==> config.mk <==
export PLATFORM = sky130hd
export DESIGN_NAME = ptpa_port
export DESIGN_NICKNAME = d
export VERILOG_FILES = /design/src/ptpa_pkg.sv /design/src/ptpa_port.sv
export SDC_FILE = /design/constraint.sdc
export NUM_CORES = 1
export LEC_CHECK = 0
export ABC_AREA = 1
export BUFFER_PORTS_ARGS = -buffer_cell sky130_fd_sc_hd__buf_2
export CORE_MARGIN = 5
export CORE_UTILIZATION = 50
export DETAILED_ROUTE_END_ITERATION = 6
export HOLD_SLACK_MARGIN = 0.08
export PLACE_DENSITY_LB_ADDON = 0.15
export SLEW_MARGIN = 0
export SYNTH_ARGS = -nofsm -noshare
export SYNTH_HDL_FRONTEND = slang
export SYNTH_SLANG_ARGS = --single-unit
==> constraint.sdc <==
create_clock -name CLOCK -period 3.8 [get_ports CLOCK]
set_clock_uncertainty 0.05 [all_clocks]
set_input_delay 0.57 -clock CLOCK [delete_from_list [all_inputs] [get_ports CLOCK]]
set_output_delay 0.57 -clock CLOCK [all_outputs]
set_load 0.01 [all_outputs]
==> src/ptpa_pkg.sv <==
// constants and types shared by the pass-through add-on port
`default_nettype none
package ptpa_pkg;
  // ----------------------------------------------------------------
  // data port decode
  // ----------------------------------------------------------------
  localparam logic [7:0]  PASSTHRU_DATA_PORT_OFS = 8'h2c;
  localparam int          PORT_ADR_LSB           = 2;
  localparam int          PORT_ADR_MSB           = 6;
  // ----------------------------------------------------------------
  // widths
  // ----------------------------------------------------------------
  localparam int          DATA_W                 = 32;
  localparam int          BE_W                   = 4;
  localparam int          REGION_W               = 2;
  localparam int          FIFO_DEPTH             = 4;
  // phase entry layout: {last, byte enables, data}
  localparam int          ENT_DATA_LSB           = 0;
  localparam int          ENT_BE_LSB             = DATA_W;
  localparam int          ENT_LAST_BIT           = DATA_W + BE_W;
  localparam int          ENT_W                  = DATA_W + BE_W + 1;
  // ----------------------------------------------------------------
  // reset values and steps
  // ----------------------------------------------------------------
  localparam logic [31:0] ADDR_RST               = 32'h0000_0000;
  localparam logic [29:0] ADDR_WORD_STEP         = 30'h0000_0001;
  localparam logic [3:0]  BE_NONE_N              = 4'hf;
  localparam logic [3:0]  BE_NONE_DONE           = 4'h0;
  localparam logic [1:0]  REGION_RST             = 2'h0;
  localparam logic [31:0] DATA_RST               = 32'h0000_0000;
  // ----------------------------------------------------------------
  // states
  // ----------------------------------------------------------------
  typedef enum logic {PTPA_IDLE, PTPA_PEND} ptpa_state_t;
endpackage
`default_nettype wire

==> src/ptpa_port.sv <==
// pass-through add-on port in passive mode, with its phase fifo
`timescale 1ns/100ps
`default_nettype none
// Summary of operation
// - status outputs update on the edge after a region hit is taken
// - burst flag low for multi-phase accesses, high for single phase
// - two-bit region number of the pending access
// - direction flag high for writes, low for reads
// - active-low byte enables of the current phase, zero means all valid
// - address strobe puts captured address on the data bus at once
// - sampled write strobe latches data; ready on last phase ends access
// - byte enables show outstanding bytes one clock after a transfer
// - a new access may start the clock after pending is released
// - captured address advances one word per completed data phase
// - with write fifo off, one word accepted until add-on consumes it
// - with write fifo off, burst flag is never asserted for writes
// - ready held low moves one word per clock, one per two clocks with write fifo off
// - data-port reads drive the bus one clock after being sampled
// - a sampled ready with a phase queued loads byte enables of the next phase, all ones after the last
// - burst flag released when one phase remains, pending kept
// - a held read strobe keeps driving data, byte enables move early

// ----------------------------------------------------------------
// phase fifo
// ----------------------------------------------------------------
module ptpa_fifo
  import ptpa_pkg::*;
#(
  parameter int WIDTH = ENT_W,
  parameter int DEPTH = FIFO_DEPTH
)(
  input  wire logic             clk,
  input  wire logic             rst_b,
  input  wire logic             in_valid,
  output var  logic             in_ready,
  input  wire logic [WIDTH-1:0] in_data,
  output var  logic             out_valid,
  input  wire logic             out_ready,
  output var  logic [WIDTH-1:0] out_data,
  output var  logic             ahead_valid,
  output var  logic [WIDTH-1:0] ahead_data
);
  localparam int AW = (DEPTH > 1) ? $clog2(DEPTH) : 1;
  localparam logic [AW:0] CNT_FULL = (AW+1)'(DEPTH);
  localparam logic [AW:0] CNT_ONE = (AW+1)'(1);
  localparam logic [AW-1:0] PTR_LAST = AW'(DEPTH - 1);

  logic [WIDTH-1:0] mem_ff [DEPTH];
  logic [AW-1:0]    wp_ff;
  logic [AW-1:0]    nxt_wp;
  logic [AW-1:0]    rp_ff;
  logic [AW-1:0]    nxt_rp;
  logic [AW:0]      cnt_ff;
  logic [AW:0]      nxt_cnt;
  logic             push;
  logic             pop;

  always_comb
  begin
    push    = in_valid && (cnt_ff != CNT_FULL);
    pop     = out_ready && (cnt_ff != '0);
    nxt_wp  = push ? ((wp_ff == PTR_LAST) ? '0 : wp_ff + 1'b1) : wp_ff;
    nxt_rp  = pop ? ((rp_ff == PTR_LAST) ? '0 : rp_ff + 1'b1) : rp_ff;
    nxt_cnt = cnt_ff;
    if (push && !pop)
    begin
      nxt_cnt = cnt_ff + 1'b1;
    end
    else if (pop && !push)
    begin
      nxt_cnt = cnt_ff - 1'b1;
    end
    in_ready  = (cnt_ff != CNT_FULL);
    out_valid = (cnt_ff != '0);
    out_data  = mem_ff[rp_ff];
    // head as it stands after this edge; an empty store bypasses the push
    ahead_valid = 1'b0;
    ahead_data  = mem_ff[nxt_rp];
    if (pop ? (cnt_ff > CNT_ONE) : (cnt_ff != '0))
    begin
      ahead_valid = 1'b1;
    end
    else if (push)
    begin
      ahead_valid = 1'b1;
      ahead_data  = in_data;
    end
  end

  always_ff @(posedge clk or negedge rst_b)
  begin
    if (!rst_b)
    begin
      wp_ff  <= '0;
      rp_ff  <= '0;
      cnt_ff <= '0;
    end
    else
    begin
      wp_ff  <= nxt_wp;
      rp_ff  <= nxt_rp;
      cnt_ff <= nxt_cnt;
    end
  end

  // storage carries no reset, so no wide reset tree
  always_ff @(posedge clk)
  begin
    if (push)
    begin
      mem_ff[wp_ff] <= in_data;
    end
  end
endmodule

// ----------------------------------------------------------------
// add-on port
// ----------------------------------------------------------------
module ptpa_port
  import ptpa_pkg::*;
#(
  parameter int DEPTH = FIFO_DEPTH
)(
  input  wire logic                CLOCK,
  input  wire logic                RST_B,
  input  wire logic                PCI_HIT,
  input  wire logic                PCI_WRITE,
  input  wire logic                PCI_BURST,
  input  wire logic [REGION_W-1:0] PCI_REGION,
  input  wire logic [31:0]         PCI_ADDR,
  input  wire logic                WFIFO_BURST_EN,
  output var  logic                PCI_BUSY,
  input  wire logic                PCI_PH_VALID,
  output var  logic                PCI_PH_READY,
  input  wire logic [DATA_W-1:0]   PCI_PH_DATA,
  input  wire logic [BE_W-1:0]     PCI_PH_BE_N,
  input  wire logic                PCI_PH_LAST,
  output var  logic                PCI_RD_VALID,
  output var  logic [DATA_W-1:0]   PCI_RD_DATA,
  output var  logic [BE_W-1:0]     PCI_RD_BE_N,
  input  wire logic                SELECT_N,
  input  wire logic [PORT_ADR_MSB:PORT_ADR_LSB] ADR,
  input  wire logic [BE_W-1:0]     PORT_BYTE_ENABLES_N,
  input  wire logic                RD_N,
  input  wire logic                WR_N,
  input  wire logic                CAPTURE_ADDR_STROBE_N,
  input  wire logic                ADDON_READY_N,
  input  wire logic [DATA_W-1:0]   DQ_IN,
  output var  logic [DATA_W-1:0]   DQ_OUT,
  output var  logic                DQ_OE,
  output var  logic                ACCESS_PENDING_N,
  output var  logic                MULTI_PHASE_N,
  output var  logic [REGION_W-1:0] REGION_NUMBER,
  output var  logic                DIRECTION_IS_WRITE,
  output var  logic [BE_W-1:0]     PENDING_BYTE_ENABLES_N
);
  localparam logic [PORT_ADR_MSB:PORT_ADR_LSB] PORT_SEL =
    PASSTHRU_DATA_PORT_OFS[PORT_ADR_MSB:PORT_ADR_LSB];

  ptpa_state_t         state_ff;
  ptpa_state_t         nxt_state;
  logic [31:0]         captured_address_reg_ff;
  logic [31:0]         nxt_captured_address_reg;
  logic [REGION_W-1:0] region_ff;
  logic [REGION_W-1:0] nxt_region;
  logic                write_ff;
  logic                nxt_write;
  logic                burst_ff;
  logic                nxt_burst;
  logic [BE_W-1:0]     done_ff;
  logic [BE_W-1:0]     nxt_done;
  logic                pend_n_ff;
  logic                multi_n_ff;
  logic [BE_W-1:0]     be_n_ff;
  logic                nxt_multi_n;
  logic [BE_W-1:0]     nxt_be_n;
  logic                rd_pipe_ff;
  logic                nxt_rd_pipe;
  logic [DATA_W-1:0]   dq_data_ff;
  logic [DATA_W-1:0]   nxt_dq_data;
  logic                rdv_ff;
  logic                nxt_rdv;
  logic [DATA_W-1:0]   rdd_ff;
  logic [DATA_W-1:0]   nxt_rdd;
  logic [BE_W-1:0]     rdbe_ff;
  logic [BE_W-1:0]     nxt_rdbe;
  logic                port_hit;
  logic                rd_hit;
  logic                wr_hit;
  logic                phase_done;
  logic                push_allow;
  logic                fifo_in_ready;
  logic                head_valid;
  logic [ENT_W-1:0]    head;
  logic                ahead_valid;
  logic [ENT_W-1:0]    ahead;
  logic [BE_W-1:0]     ahead_be_n;
  logic                ahead_last;
  logic                head_last;
  logic [BE_W-1:0]     done_now;

  // ----------------------------------------------------------------
  // phase queue from the pci side
  // ----------------------------------------------------------------
  // with write fifo off, no posting: a queued word blocks the next one until it drains
  assign push_allow   = WFIFO_BURST_EN || !head_valid;
  assign PCI_PH_READY = fifo_in_ready && push_allow;

  ptpa_fifo #(
    .WIDTH (ENT_W),
    .DEPTH (DEPTH)
  ) u_fifo (
    .clk       (CLOCK),
    .rst_b     (RST_B),
    .in_valid  (PCI_PH_VALID && push_allow),
    .in_ready  (fifo_in_ready),
    .in_data   ({PCI_PH_LAST, PCI_PH_BE_N, PCI_PH_DATA}),
    .out_valid (head_valid),
    .out_ready (phase_done),
    .out_data    (head),
    .ahead_valid (ahead_valid),
    .ahead_data  (ahead)
  );

  assign ahead_be_n = ahead[ENT_BE_LSB +: BE_W];
  assign ahead_last = ahead[ENT_LAST_BIT];
  assign head_last = head[ENT_LAST_BIT];

  // ----------------------------------------------------------------
  // access sequencing
  // ----------------------------------------------------------------
  always_comb
  begin
    port_hit   = !SELECT_N && (ADR == PORT_SEL) &&
                 (PORT_BYTE_ENABLES_N != BE_NONE_N);
    rd_hit     = port_hit && !RD_N;
    wr_hit     = port_hit && !WR_N && CAPTURE_ADDR_STROBE_N;
    phase_done = (state_ff == PTPA_PEND) && !ADDON_READY_N &&
                 head_valid;
    done_now   = done_ff;
    if ((state_ff == PTPA_PEND) && ((write_ff && rd_hit) ||
        (!write_ff && wr_hit)))
    begin
      done_now = done_ff | ~PORT_BYTE_ENABLES_N;
    end
    nxt_state                = state_ff;
    nxt_captured_address_reg = captured_address_reg_ff;
    nxt_region               = region_ff;
    nxt_write                = write_ff;
    nxt_burst                = burst_ff;
    nxt_done                 = done_now;
    case (state_ff)
      PTPA_IDLE:
      begin
        nxt_done = BE_NONE_DONE;
        if (PCI_HIT)
        begin
          nxt_state                = PTPA_PEND;
          nxt_captured_address_reg = PCI_ADDR;
          nxt_region               = PCI_REGION;
          nxt_write                = PCI_WRITE;
          nxt_burst = PCI_BURST && !(PCI_WRITE && !WFIFO_BURST_EN);
        end
      end
      PTPA_PEND:
      begin
        if (phase_done)
        begin
          nxt_done = BE_NONE_DONE;
          nxt_captured_address_reg = {captured_address_reg_ff[31:2] +
                                      ADDR_WORD_STEP, 2'b00};
          if (head_last)
          begin
            nxt_state = PTPA_IDLE;
          end
        end
      end
      default:
      begin
        nxt_state = PTPA_IDLE;
      end
    endcase
  end

  always_ff @(posedge CLOCK or negedge RST_B)
  begin
    if (!RST_B)
    begin
      state_ff                <= PTPA_IDLE;
      captured_address_reg_ff <= ADDR_RST;
      region_ff               <= REGION_RST;
      write_ff                <= 1'b0;
      burst_ff                <= 1'b0;
      done_ff                 <= BE_NONE_DONE;
    end
    else
    begin
      state_ff                <= nxt_state;
      captured_address_reg_ff <= nxt_captured_address_reg;
      region_ff               <= nxt_region;
      write_ff                <= nxt_write;
      burst_ff                <= nxt_burst;
      done_ff                 <= nxt_done;
    end
  end

  // ----------------------------------------------------------------
  // status outputs toward the add-on
  // ----------------------------------------------------------------
  // follows the head after this edge, so a completing ready shows the next
  always_comb
  begin
    nxt_multi_n = 1'b1;
    nxt_be_n    = BE_NONE_N;
    if (nxt_state == PTPA_PEND)
    begin
      // no entry queued yet: hold enables until one lands
      nxt_be_n    = be_n_ff;
      nxt_multi_n = multi_n_ff;
      if (ahead_valid)
      begin
        nxt_be_n    = ahead_be_n | nxt_done;
        nxt_multi_n = !(nxt_burst && !ahead_last);
      end
    end
  end

  always_ff @(posedge CLOCK or negedge RST_B)
  begin
    if (!RST_B)
    begin
      pend_n_ff  <= 1'b1;
      multi_n_ff <= 1'b1;
      be_n_ff    <= BE_NONE_N;
    end
    else
    begin
      pend_n_ff  <= (nxt_state != PTPA_PEND);
      multi_n_ff <= nxt_multi_n;
      be_n_ff    <= nxt_be_n;
    end
  end

  assign ACCESS_PENDING_N       = pend_n_ff;
  assign MULTI_PHASE_N          = multi_n_ff;
  assign REGION_NUMBER          = region_ff;
  assign DIRECTION_IS_WRITE     = write_ff;
  assign PENDING_BYTE_ENABLES_N = be_n_ff;
  assign PCI_BUSY               = (state_ff == PTPA_PEND);

  // ----------------------------------------------------------------
  // data bus and read-fifo capture
  // ----------------------------------------------------------------
  always_comb
  begin
    nxt_rd_pipe = rd_hit;
    nxt_dq_data = rd_hit ? head[ENT_DATA_LSB +: DATA_W] : dq_data_ff;
    nxt_rdv     = (state_ff == PTPA_PEND) && !write_ff && wr_hit;
    nxt_rdd     = nxt_rdv ? DQ_IN : rdd_ff;
    nxt_rdbe    = nxt_rdv ? PORT_BYTE_ENABLES_N : rdbe_ff;
  end

  always_ff @(posedge CLOCK or negedge RST_B)
  begin
    if (!RST_B)
    begin
      rd_pipe_ff <= 1'b0;
      dq_data_ff <= DATA_RST;
      rdv_ff     <= 1'b0;
      rdd_ff     <= DATA_RST;
      rdbe_ff    <= BE_NONE_N;
    end
    else
    begin
      rd_pipe_ff <= nxt_rd_pipe;
      dq_data_ff <= nxt_dq_data;
      rdv_ff     <= nxt_rdv;
      rdd_ff     <= nxt_rdd;
      rdbe_ff    <= nxt_rdbe;
    end
  end

  // address strobe is unpipelined, so it overrides the read pipe
  assign DQ_OUT = !CAPTURE_ADDR_STROBE_N ? captured_address_reg_ff
                                         : dq_data_ff;
  assign DQ_OE  = !CAPTURE_ADDR_STROBE_N || rd_pipe_ff;

  assign PCI_RD_VALID = rdv_ff;
  assign PCI_RD_DATA  = rdd_ff;
  assign PCI_RD_BE_N  = rdbe_ff;
endmodule
`default_nettype wire

==> impl_metrics.csv <==
group,metric,value,unit
status,status,"finished clean",
grt,antenna_found_initial,0,
route,wire_per_inst,16.88,um
die,start_util,51.06,%
critical_path,ff2ff_setup_slack,1.23,ns
die,dieWidth,165.3,um
grt,grt_pass1_wl,47000,um
cells_and_area,drive_gt1_share,20.21,%
critical_path,required,4.24,ns
yosys,yosysSeqAreaShare,62.70,%
timing,slew_violations,0,
clock_tree,htree_levels,1,
yosys,synth_cells,1277,
yosys,syn_area,0.01206,mm^2
grt,grt_pass1_vias,8951,
critical_path,arrival,3.01,ns
critical_path,worstSetupStartpoint,"PCI_BUSY",
yosys,syn-mean-instance-area,9.441,um^2
yosys,synth_edf_count,148,
critical_path,worstSetupEndpointType,"flop",
clock_tree,worstSkewPairLatency,0.56,ns
timing,rsz0062_at_grt,"no",
grt,overflow,0,
job,cap_viol_max_count,0,
yosys,ys_seq_elements,272,
cells_and_area,stdcell_count,1813,
place,dp.cells,1758,
timing,max_slew.worst_pin.slew,0.9866,ns
timing,fmax,389.6,MHz
yosys,async_flop_share,45.59,%
die,core_area,0.02361,mm^2
critical_path,worst_setup_path_start_kind,"flop",
timing,whs,0.1598,ns
die,die_h,165.3,um
timing,setup_viol_count_final,0,
route,drtPass1Iterations,5,
die,num_io_pins,205,
clock_tree,cts.path.max_buffers,3,
power,peakVddDrop,0.0004413,V
critical_path,setup.worst_path.end,"PCI_RD_DATA[18]",
cells_and_area,area_delta_synth_final,18.75,%
route,totalWireLength,30600,um
grt,grt_max_degree,73,
timing,layout_min_cycle_time,2.567,ns
clock_tree,clk_pin_slew,0.06,ns
route,ant_nets,0,
timing,finalHoldViolCount,0,
critical_path,r2r_cells,8,
die,rows,56,
place,dp_hpwl,20520,um
clock_tree,root_buffer,"clkbuf_16",
yosys,ys.flop_type,"edfxtp_1",
place,gp_congestion,0.9303,
cells_and_area,ff_latch_area,0.007561,mm^2
cells_and_area,diodes,0,
power,p_leak,6.531,nW
route,drc,0,
cells_and_area,fin_nets,1606,
cells_and_area,multi_input_comb_area,0.003921,mm^2
power,p_per_area,714.7,mW/mm^2
clock_tree,cts_sinks,272,
timing,slew_headroom,34.15,%
yosys,syn-num-nets,1412,
critical_path,worst-path-max-fanout,52,
clock_tree,cts_made_buffers,29,
route,drt_iter0_markers,909,
timing,post-route-period-util,67.54,%
critical_path,r2r-end,"PCI_RD_DATA[18]",
route,via_per_inst,5.215,
cells_and_area,nFillCells,2079,
route,vias,9454,
clock_tree,cts-resized-gates,0,
place,io_buffer_count,204,
hold_path,hp-class,"in -> reg",
die,dieArea,0.02732,mm^2
timing,tns,0,ns
clock_tree,tritoncts,"done",
yosys,ys_types,39,
critical_path,criticalPathCategory,"reg -> reg",
critical_path,r2r-start,"PCI_BUSY",
grt,gr-usage-all-layers,21.81,%
yosys,synth_warnings,0,
==> power by group <==
group / switching [mW] / internal [mW] / total (mW)
registers: 0.376 / 3.77 / 4.15
clock network: 1.16 / 1.59 / 2.75
logic: 2.29 / 1.05 / 3.34
total: 3.82 / 6.41 / 10.2
==> worst max-delay path, stage by stage (launching register included) <==
cell     delay [ns]
dfrtp_1        0.37
buf_4          0.45
nand2_1        0.10
nor2_1         0.13
nand3_2        0.08
buf_4          0.27
inv_1          0.77
nand2_1        0.14
nand2_1        0.11
==> sequential cells by signal, indices dropped and copies added (netlist names) <==
name and cells:
PCI_RD_VALID 1, REGION_NUMBER 2, u_fifo.rp_ff 2, rd_pipe_ff 1, PCI_BUSY 1, done_ff 4, DIRECTION_IS_WRITE 1, captured_address_reg_ff 32
PENDING_BYTE_ENABLES_N 4, PCI_RD_BE_N 4, PCI_RD_DATA 32, u_fifo.cnt_ff 3, ACCESS_PENDING_N 1, u_fifo.mem_ff 148, dq_data_ff 32, MULTI_PHASE_N 1
u_fifo.wp_ff 2, burst_ff 1
==> through the flow <==
stage | power [mW] | cell area [um^2] | setup WS (ns) | util (%)
2_1_floorplan | 6.401 | 12060 | 0.6823 | -
3_3_place_gp | 7.485 | 13380 | 1.259 | 56.64
3_5_place_dp | 7.532 | 13380 | 1.204 | 56.64
4_1_cts | 10.30 | 14320 | 1.236 | 60.63
5_1_grt | 10.92 | 14320 | 0.9442 | 60.63
6_report | 10.23 | 14320 | 1.233 | 60.63
==> worst min path at each step <==
stage                          start                    to  depth (start not counted)  slack [ns]
floorplan                      RST_B    DIRECTION_IS_WRITE                          0        0.22
global route         PCI_PH_DATA[28]  u_fifo.mem_ff[3][28]                          1        0.15
detailed placement  REGION_NUMBER[0]      REGION_NUMBER[0]                          2        0.41
finish                     DQ_IN[21]       PCI_RD_DATA[21]                          3        0.16
global placement    REGION_NUMBER[0]      REGION_NUMBER[0]                          2        0.40
CTS                        DQ_IN[21]       PCI_RD_DATA[21]                          3        0.14
==> cell usage in the layout (no fill, tap or decap), types with 4 or more instances in the layout <==
| cell | instances |
|---|---|
| nand2_1 | 384 |
| buf_2 | 203 |
| edfxtp_1 | 148 |
| nor2_1 | 141 |
| o21ai_0 | 139 |
| dfrtp_1 | 113 |
| inv_1 | 89 |
| nand3_1 | 57 |
| o22ai_1 | 39 |
| clkbuf_16 | 29 |
| a21oi_1 | 18 |
| buf_4 | 14 |
| nor3_1 | 13 |
| ha_1 | 11 |
| dfstp_2 | 10 |
| nand4_1 | 9 |
| clkbuf_1 | 9 |
| xor2_1 | 6 |
| inv_2 | 5 |
| nor2_4 | 5 |
| clkinv_2 | 5 |
| nand3_2 | 4 |
| o211ai_1 | 4 |
==> metal layers <==
metal	vias to the layer above	GRT usage [%]	routed length, um
met2	327	34.73	13960
met4	0	5.747	715
met3	51	3.251	2345
met1	4446	31.62	13580
met5	-	0	0
li1	4630	-	-
==> cells by family (layout without fill, tap and decap cells) <==
| group | after synthesis | in the layout | synth area share, % |
|---|---|---|---|
| adders and majority gates | 11 | 11 | 1.142 |
| xor gates and xnor gates | 7 | 7 | 0.5085 |
| and+or+nand+nor | 628 | 628 | 21.32 |
| DFF | 272 | 272 | 62.70 |
| buffers and inverters | 150 | 367 | 5.023 |
| AOI/OAI and AO/OA | 209 | 209 | 9.309 |
==> cells in the mapped netlist, drive strengths merged, types with 14 or more instances <==
| library cell | number | area share [%] |
|---|---|---|
| edfxtp | 148 | 37 |
| a21oi | 19 | 0.82 |
| dfrtp | 114 | 24 |
| o22ai | 39 | 2.0 |
| nand3 | 61 | 2.7 |
| buf | 25 | 1.1 |
| o21ai | 144 | 6.0 |
| nor2 | 150 | 4.9 |
| clkbuf | 31 | 1.0 |
| inv | 94 | 2.9 |
| nand2 | 390 | 12 |
| nor3 | 14 | 0.62 |
==> final cells by class <==
class / instances / share of cell area [%]
Sequential cell: 272 / 52.81
Inverter: 94 / 2.464
Clock inverter: 14 / 1.014
Tap cell: 319 / 2.788
Clock buffer: 40 / 5.497
Multi-Input combinational cell: 855 / 27.39
Timing Repair Buffer: 219 / 8.040
==> what timing repair did <==
action / in CTS / in global routing
endpoints found under the hold margin: 51 / 0
setup buffers: 0 / 0
hold buffers: 1 / 0
(Power assumes the default switching activity.)
